**src/plug_cs_pkg.sv**
```systemverilog
// Package: constants, field layout and carrier types for the plug chip-select control block.
// Assumes configuration space word offset 46h and 16-bit little-endian byte enables.
package plug_cs_pkg;

  // Register location and reset
  localparam logic [7:0] CTRL_OFFSET = 8'h46;
  localparam logic [15:0] CTRL_RESET = 16'h0000;
  localparam logic [15:0] CTRL_WRITABLE = 16'h1e0f;

  // Field positions
  localparam int SEL_A_IO_BIT = 0;
  localparam int SEL_A_MEM_BIT = 1;
  localparam int SEL_B_IO_BIT = 2;
  localparam int SEL_B_MEM_BIT = 3;
  localparam int IRQ12_FN_LSB = 9;
  localparam int SEL_A_UBM_BIT = 11;
  localparam int SEL_B_UBM_BIT = 12;

  // Masked upper IO address bits
  localparam int UPPER_MASK_LSB = 8;
  localparam int UPPER_MASK_MSB = 10;

  // Pin function of the interrupt 12 pin
  typedef enum logic [1:0] {
    IRQ12_AS_INTERRUPT = 2'b00,
    IRQ12_AS_NONE = 2'b01,
    IRQ12_AS_SMB_ALERT = 2'b10,
    IRQ12_AS_USB_OC = 2'b11
  } irq12_fn_t;

  // Configuration access toward the register
  typedef struct packed {
    logic write;
    logic read;
    logic [7:0] offset;
    logic [1:0] byte_en;
    logic [15:0] wdata;
  } cfg_req_t;

  // Bus cycle seen by the decoder
  typedef struct packed {
    logic active;
    logic is_io;
    logic is_mem;
    logic [31:0] addr;
  } bus_cycle_t;

  // Range monitor hit and near-hit flags
  typedef struct packed {
    logic io3_hit;
    logic io3_upper_only;
    logic io4_hit;
    logic io4_upper_only;
    logic mem1_hit;
    logic mem2_hit;
  } range_hits_t;

endpackage

```
**src/plug_cs_select.sv**
```systemverilog
// One chip-select decoder: IO and memory enables, upper mask, pin gating.
// Assumes range hits and cycle qualifiers are on the same clock as the decoder.
`timescale 1ns/1ps
`default_nettype none
module plug_cs_select (
  input wire logic clk_sys, // System clock
  input wire logic reset, // Synchronous reset, active high
  input wire logic clk_en, // Clock enable, freezes state when low
  input wire logic pin_is_select, // Pin-function field picks chip select
  input wire logic io_enable, // IO decode enable
  input wire logic memory_enable, // Memory decode enable
  input wire logic upper_mask, // Drop IO address bits 10:8 from decode
  input wire logic cycle_active, // Decoded cycle in progress
  input wire logic cycle_io, // Cycle is IO
  input wire logic cycle_mem, // Cycle is memory
  input wire logic io_hit, // Full IO range hit
  input wire logic io_upper_only, // IO hit except on bits 10:8
  input wire logic mem_hit, // Memory range hit
  output logic claim, // Claim and forward to ISA
  output logic select_n // Chip select pin, active low
);

  logic next_select_n;
  logic io_match;

  // Upper mask widens the IO match; otherwise only the low eight bits may be masked
  always_comb begin
    io_match = io_hit || (upper_mask && io_upper_only);
  end

  // Claim follows enables gated by pin function
  always_comb begin
    claim = pin_is_select && cycle_active &&
            ((io_enable && cycle_io && io_match) ||
             (memory_enable && cycle_mem && mem_hit));
    next_select_n = ~claim;
  end

  // Select pin registered from claim: low on the clock after each claiming cycle with clk_en high
  always_ff @(posedge clk_sys) begin
    if (reset) begin
      select_n <= 1'b1;
    end else if (clk_en) begin
      select_n <= next_select_n;
    end
  end

endmodule
`default_nettype wire

```
**src/plug_chip_select_decode.sv**
```systemverilog
// Control register and decode for two chip-select pins and the interrupt 12 pin function.
// Assumes config accesses and bus cycles arrive on clk_sys; the raw interrupt 12 pin is synchronised here.
`timescale 1ns/1ps
`default_nettype none
// How it works
// IO enable A routes range-3 IO hits to chip select A, claimed to ISA.
// Memory enable A routes range-1 memory hits to chip select A, claimed.
// IO enable B routes range-4 IO hits to chip select B, claimed to ISA.
// Memory enable B routes range-2 memory hits to chip select B, claimed.
// Select A enables do nothing unless pin function selects chip select A.
// Select B enables do nothing unless pin function selects chip select B.
// Pin function 00 passes the pin as interrupt request 12.
// Pin function 01 ignores pin; other interrupt 12 sources still drive it.
// Function 10 feeds SMBus alert, 11 feeds USB over-current one.
// Upper mask A set drops IO address bits 10:8 from select A.
// Upper mask A clear limits select A masking to low eight bits.
// Upper mask B set drops IO address bits 10:8 from select B.
// Upper mask B clear limits select B masking to low eight bits.
// Sixteen-bit control register resets to zero, read-write from config.
// Chip selects are active low and held through the qualified cycle; the code registers them, so they go low on the clock after the claim.
module plug_chip_select_decode (
  input wire logic clk_sys, // System clock, 100 MHz
  input wire logic reset, // Synchronous reset, active high
  input wire logic clk_en, // Clock enable, freezes state when low
  input wire plug_cs_pkg::cfg_req_t cfg_req, // Config read or write
  output logic [15:0] cfg_rdata, // Config read data, registered
  output logic cfg_hit, // Config access targets this register
  input wire plug_cs_pkg::bus_cycle_t bus_cycle, // Current bus cycle
  input wire plug_cs_pkg::range_hits_t range_hits, // Range monitor results
  input wire logic pin_function_select_f6, // Pin A set to chip select
  input wire logic pin_function_select_f7, // Pin B set to chip select
  input wire logic irq12_pin, // Raw interrupt 12 pin
  input wire logic mouse_interrupt, // Internal mouse interrupt
  input wire logic keyboard_ctrl_interrupt12, // Keyboard controller source
  input wire logic serial_interrupt12, // Serial interrupt frame 12
  output logic interrupt12_to_pic, // Interrupt request 12 to controller
  output logic smbus_alert_n, // SMBus alert to management logic
  output logic usb_overcurrent_one_n, // Over-current one to USB
  output logic isa_claim, // Claim the access and forward to ISA
  output logic plug_chip_select_a_n, // Chip select A pin
  output logic plug_chip_select_b_n // Chip select B pin
);

  logic [15:0] plug_chip_select_control;
  logic [15:0] next_plug_chip_select_control;
  logic [15:0] next_cfg_rdata;
  logic [15:0] lane_mask;
  logic pin_meta;
  logic pin_sync;
  logic [1:0] fn_code;
  plug_cs_pkg::irq12_fn_t interrupt12_pin_function;
  logic claim_a;
  logic claim_b;
  logic next_interrupt12;
  logic next_smb;
  logic next_usb;

  assign cfg_hit = (cfg_req.offset == plug_cs_pkg::CTRL_OFFSET);
  assign lane_mask = {{8{cfg_req.byte_en[1]}}, {8{cfg_req.byte_en[0]}}};

  // Register write path with byte enables; reserved bits stay zero
  always_comb begin
    next_plug_chip_select_control = plug_chip_select_control;
    next_cfg_rdata = cfg_rdata;
    if (cfg_req.write && cfg_hit) begin
      next_plug_chip_select_control = (plug_chip_select_control & ~lane_mask) |
        (cfg_req.wdata & lane_mask & plug_cs_pkg::CTRL_WRITABLE);
    end
    if (cfg_req.read) begin
      next_cfg_rdata = cfg_hit ? plug_chip_select_control : 16'h0000;
    end
  end

  // Register storage and read data
  always_ff @(posedge clk_sys) begin
    if (reset) begin
      plug_chip_select_control <= plug_cs_pkg::CTRL_RESET;
      cfg_rdata <= 16'h0000;
    end else if (clk_en) begin
      plug_chip_select_control <= next_plug_chip_select_control;
      cfg_rdata <= next_cfg_rdata;
    end
  end

  // Chip select A: range 3 IO, range 1 memory
  plug_cs_select u_sel_a (
    .clk_sys(clk_sys),
    .reset(reset),
    .clk_en(clk_en),
    .pin_is_select(pin_function_select_f6),
    .io_enable(plug_chip_select_control[plug_cs_pkg::SEL_A_IO_BIT]),
    .memory_enable(plug_chip_select_control[plug_cs_pkg::SEL_A_MEM_BIT]),
    .upper_mask(plug_chip_select_control[plug_cs_pkg::SEL_A_UBM_BIT]),
    .cycle_active(bus_cycle.active),
    .cycle_io(bus_cycle.is_io),
    .cycle_mem(bus_cycle.is_mem),
    .io_hit(range_hits.io3_hit),
    .io_upper_only(range_hits.io3_upper_only),
    .mem_hit(range_hits.mem1_hit),
    .claim(claim_a),
    .select_n(plug_chip_select_a_n)
  );

  // Chip select B: range 4 IO, range 2 memory
  plug_cs_select u_sel_b (
    .clk_sys(clk_sys),
    .reset(reset),
    .clk_en(clk_en),
    .pin_is_select(pin_function_select_f7),
    .io_enable(plug_chip_select_control[plug_cs_pkg::SEL_B_IO_BIT]),
    .memory_enable(plug_chip_select_control[plug_cs_pkg::SEL_B_MEM_BIT]),
    .upper_mask(plug_chip_select_control[plug_cs_pkg::SEL_B_UBM_BIT]),
    .cycle_active(bus_cycle.active),
    .cycle_io(bus_cycle.is_io),
    .cycle_mem(bus_cycle.is_mem),
    .io_hit(range_hits.io4_hit),
    .io_upper_only(range_hits.io4_upper_only),
    .mem_hit(range_hits.mem2_hit),
    .claim(claim_b),
    .select_n(plug_chip_select_b_n)
  );

  // Either select claims the access for ISA forwarding
  assign isa_claim = claim_a | claim_b;

  // Two-stage synchroniser for the raw pin
  always_ff @(posedge clk_sys) begin
    if (reset) begin
      pin_meta <= 1'b0;
      pin_sync <= 1'b0;
    end else if (clk_en) begin
      pin_meta <= irq12_pin;
      pin_sync <= pin_meta;
    end
  end

  assign fn_code = plug_chip_select_control[plug_cs_pkg::IRQ12_FN_LSB +: 2];
  assign interrupt12_pin_function = plug_cs_pkg::irq12_fn_t'(fn_code);

  // Pin function steering
  always_comb begin
    next_interrupt12 = mouse_interrupt | keyboard_ctrl_interrupt12 | serial_interrupt12;
    next_smb = 1'b1;
    next_usb = 1'b1;
    unique case (interrupt12_pin_function)
      plug_cs_pkg::IRQ12_AS_INTERRUPT: begin
        next_interrupt12 = next_interrupt12 | pin_sync;
      end
      plug_cs_pkg::IRQ12_AS_NONE: begin
        next_interrupt12 = next_interrupt12;
      end
      plug_cs_pkg::IRQ12_AS_SMB_ALERT: begin
        next_smb = pin_sync;
      end
      plug_cs_pkg::IRQ12_AS_USB_OC: begin
        next_usb = pin_sync;
      end
    endcase
  end

  // Registered pin-function outputs
  always_ff @(posedge clk_sys) begin
    if (reset) begin
      interrupt12_to_pic <= 1'b0;
      smbus_alert_n <= 1'b1;
      usb_overcurrent_one_n <= 1'b1;
    end else if (clk_en) begin
      interrupt12_to_pic <= next_interrupt12;
      smbus_alert_n <= next_smb;
      usb_overcurrent_one_n <= next_usb;
    end
  end

endmodule
`default_nettype wire

```
**config.mk**
```make
export PLATFORM = sky130hd
export DESIGN_NAME = plug_chip_select_decode
export DESIGN_NICKNAME = d
export VERILOG_FILES = /design/src/plug_cs_pkg.sv /design/src/plug_cs_select.sv /design/src/plug_chip_select_decode.sv
export SDC_FILE = /design/constraint.sdc
export NUM_CORES = 1
export LEC_CHECK = 0
export BUFFER_PORTS_ARGS = -buffer_cell sky130_fd_sc_hd__clkbuf_2
export CORE_MARGIN = 2
export CORE_UTILIZATION = 38
export CTS_CLUSTER_SIZE = 28
export DETAILED_ROUTE_END_ITERATION = 8
export PLACE_DENSITY_LB_ADDON = 0.3
export SLEW_MARGIN = 20
export SYNTH_ARGS = -nofsm -noshare
export SYNTH_HDL_FRONTEND = slang
export SYNTH_SLANG_ARGS = --single-unit
```
**constraint.sdc**
```tcl
create_clock -name clk_sys -period 1.4 [get_ports clk_sys]
set_clock_uncertainty 0.2 [all_clocks]
set_input_delay 0.28 -clock clk_sys [delete_from_list [all_inputs] [get_ports clk_sys]]
set_output_delay 0.28 -clock clk_sys [all_outputs]
set_load 0.005 [all_outputs]
```
After elaboration in Yosys (flattened, before gate mapping)
Index checks and enable logic that the tools add are counted.

Flip-flop bits (word level): 39. Bits in latches: 0. Bits in writable memories: 0. ROM bits: 0. Bits of input ports: 78. Output and inout bits: 23. Logic and storage cells: 48. Memories: 0.

Add/sub/neg operators: 0. Multiply operators: 0. Div/mod/pow operators: 0. $lt $le $gt $ge: 0. Equality and inequality tests: 3. Shift operators: 0. Mux-type cells: 4. Bitwise gates (word level): 10. Reduce and logical (&&, ||, !) cells: 22.

Operator list (count): $and A16 B16 Y16 (1); $mux W16 (1); $not A16 Y16 (1); $or A16 B13 Y16 (1); $logic_and A1 B1 Y1 (15); $and A13 B13 Y13 (1); $eq A8 B7 Y1 const B (1); $eq A2 B2 Y1 const B (2); $logic_or A1 B1 Y1 (4); $or A1 B1 Y1 (4); $reduce_and A2 Y1 (2); $mux W1 (3); $logic_not A2 Y1 (1); $not A1 Y1 (2).

Depth between registers and ports, before layout
Word-level depth: 6. Depth in mapped cells: 5. Mapped depth without buffers: 3.

Modules after synthesis
Synthesis repeated with hierarchy kept, for this count alone.

Cells, all modules: 170. Area total of the unflattened synthesis: 1601.5 µm².

Modules (own cells, without submodules): plug_chip_select_decode (times used 1, cells each 152, area each 1461.4 µm², sequential area each 740.7 µm²); plug_cs_select (times used 2, cells each 9, area each 70.1 µm², sequential area each 20.0 µm²).

Worst setup path before layout
No wires, ideal clock.

Path type: in2out. From: input port cfg_req[18] in the netlist's numbering. To: output port cfg_hit. Data arrival time: 1.125 ns. Data required time: 0.920 ns. Path slack: -0.205 ns. Cell stages on the path: 3. Path buffers: 1. Cells stage by stage: nor4b_4 buf_4 and2_1.

Cells in the longest elaborated chain, start to end: 1.

Ends and longest elaborated chain: start: declaration (RTL line plug_chip_select_decode.sv:25) `input wire plug_cs_pkg::cfg_req_t cfg_req,`; $eq A8 B7 Y1 (RTL line plug_chip_select_decode.sv:58) `assign cfg_hit = (cfg_req.offset == plug_cs_pkg::CTRL_OFFSET);`; end: declaration (RTL line plug_chip_select_decode.sv:27) `output logic cfg_hit,`.

Every way passes these cells.

==> flow_metrics.tcl <==
set metrics [dict create \
    cts-root-buf "clkbuf_8" \
    leakage_uw 0.00104 \
    worstPathCellList "a21oi_2 -> o22ai_2 -> or2_4 -> clkbuf_2" \
    drt_iter0_drc 60 \
    dr.pass1.iters 4 \
    routed_wl_um 3740 \
    initial_core_util_pct 39.5 \
    max-slew-margin-rel_pct 73.0 \
    yosysUniqueCellTypes 25 \
    rsz0062_at_grt "yes" \
    netlist_area_mm2 0.00158 \
    combPwrFrac_pct 8.8 \
    postPlaceCellArea_mm2 0.00206 \
    placed_cells 287 \
    clkSinkCount 39 \
    drv_slew 0 \
    hp-class "in2reg" \
    hold_viol_final 0 \
    max_cap_violations 0 \
    boundaryPins 101 \
    grt_pass1_wl_um 5940 \
    io_buffers 60 \
    grt_pass1_vias 1314 \
    worst_pin_slew_ns 0.395 \
    tritoncts "done" \
    grtUsageTotal_pct 17.4 \
    htree_levels 2 \
    cp-start-kind "flop" \
    cp_data_arrival_time_ns 1.20 \
    status "complete, but fails checks" \
    timing.final.ws_setup_ns -0.285 \
    clkPwrFrac_pct 36.8 \
    power.internal_uw 1560 \
    grt_max_degree 48 \
    antenna_found_initial 0 \
    num_vias 1460 \
    setup_violations 2 \
    finalCriticalPeriod_ns 1.68 \
    diodes 0 \
    clk_latency_ns 0.30 \
    core-area_mm2 0.00400 \
    holdWs_ns 0.0116 \
    die_w_um 68.5 \
    place.gp.congestion 0.708 \
    ctsHoldBuffers 0 \
    grt.overflow.total 0 \
    power_frac_seq_pct 54.4 \
    routedWlPerCell_um 12.5 \
    utilization_pct 56.1 \
    drive_above_1_share_pct 41.0 \
    row_count 23 \
    violations "setup timing" \
    p_sw_share_pct 24.3 \
    power_switching_uw 501 \
    place_ws_ns -0.219 \
    ir_drop_v 0.000594 \
    stdcell_count 299 \
    die_y_um 68.5 \
    synth-seq-area-share_pct 49.4 \
    hpwl_um 2720 \
    syn2layout_area_growth_pct 41.9 \
    syn_nets 248 \
    power_density_mw_per_mm2 918 \
    crit_fanout 2 \
    clock_tree.buffer_depth 2 \
    ys_ff_latch 39 \
    stdcell_area_mm2 0.00224 \
    slowest_delay_ns 0.34 \
    synthCells 170 \
    clk_pin_slew_ns 0.08 \
    critical_path_required_ns 0.92 \
    viasPerCell 4.88 \
    period_share_pct 120 \
    path_class "reg2out" \
    slowest_stage "dfxtp_2" \
    synth-warning-count 0 \
    postRouteAntennaNets 0 \
    fin_nets 326 \
    die-area_mm2 0.00469 \
    drc 0 \
    cts_buffers 5 \
    endpoint_kind "output pin" \
    syn_avg_cell_area_um2 9.30 \
    fmax_ghz 0.594 \
]
-- cell usage after synthesis, drive strengths merged --
cell | instances | share of area, %
nor4b | 2 | 2.1
o21ai | 3 | 0.95
nand2 | 17 | 4.0
nand4 | 20 | 7.9
o22ai | 2 | 0.79
nor2 | 5 | 1.2
or2 | 1 | 0.40
buf | 3 | 1.1
a2111oi | 1 | 0.55
dfxtp | 39 | 49
inv | 3 | 0.71
o21bai | 1 | 0.47
a211oi | 1 | 0.47
clkbuf | 9 | 2.1
nand3 | 2 | 1.3
nor4bb | 1 | 0.63
nand2b | 17 | 6.7
and3b | 8 | 4.4
nand4b | 1 | 0.55
and3 | 2 | 0.79
a21oi | 20 | 6.3
mux2i | 10 | 6.3
and2 | 2 | 0.79
-- timing repair --
action                                  in CTS  in global routing
pin swaps                                    4                  5
endpoints found under the setup margin       2                 12
resized for setup                            5                 10
buffers inserted                             3                  2
endpoints found under the hold margin        0                  0
-- final timing paths --
kind,from,endpoint,slack [ns],cells past startpoint
min reg2reg,cfg_rdata[6],cfg_rdata[6],0.25,2
max reg2reg,flop,u_sel_a.select_n,0.10,6
max,flop,isa_claim,-0.28,4
min,cfg_req[2],flop,0.01,3
-- cell usage in the layout, fill, tap and decap left out, drive strengths merged, types with 2 or more instances in the layout --
cell | synthesis | final
and2 | 2 | 2
nor4b | 2 | 2
mux2i | 10 | 10
dfxtp | 39 | 39
clkbuf | 9 | 62
nor2 | 5 | 5
nand4 | 20 | 20
and3b | 8 | 8
and3 | 2 | 2
nand2b | 17 | 17
o22ai | 2 | 2
clkinvlp | 0 | 2
o21ai | 3 | 3
a21oi | 20 | 20
inv | 3 | 3
nand3 | 2 | 2
nand2 | 17 | 17
buf | 3 | 26
-- final cells by class --
cell class	count	area (um2)
repair buffers	83	508
multi-input cells	116	791
clock buffers	5	68.8
well taps	50	62.6
clock inverters	3	20.0
inverters	3	11.3
fillers	371	1760
flip-flops and latches	39	782
-- kinds of logic (layout without fill, tap and decap cells) --
group	Yosys count	count (layout)	synth area share (%)
flip-flops	39	39	49.4
AND/OR/NAND/NOR	78	78	30.8
buffers and inverters	15	94	3.96
multiplexers	10	10	6.33
AO/OA/AOI/OAI	28	28	9.57
-- power groups by stage --
stage	registers (uW)	logic, uW	clock network (uW)
after floorplan	1150	73.2	0
after global placement	1150	168	0
after detailed placement	1150	172	0
after CTS	1120	177	772
after global routing	1120	199	824
final	1120	182	757
-- worst max-delay path, delay by kind of cell, from the launching register on --
kind / cells / cell delay, ns
flops: 1 / 0.34
compound gates: 2 / 0.24
simple gates: 1 / 0.23
buf+inv: 1 / 0.11
-- per-stage QoR --
stage          setup TNS (ns)  power (uW)
6_report               -0.388        2060
3_3_place_gp            -3.90        1310
3_5_place_dp            -5.21        1320
2_1_floorplan           -2.27        1220
5_1_grt                -0.489        2140
4_1_cts                -0.467        2070
-- layer usage --
metal / global-route usage [%] / vias up / wire length (um)
met5: 0 / - / 0
li1: - / 761 / -
met4: 12.5 / 0 / 72
met1: 20.6 / 650 / 1590
met3: 4.38 / 9 / 201
met2: 27.3 / 40 / 1880
Note: power is estimated with default switching activity, not from simulation.
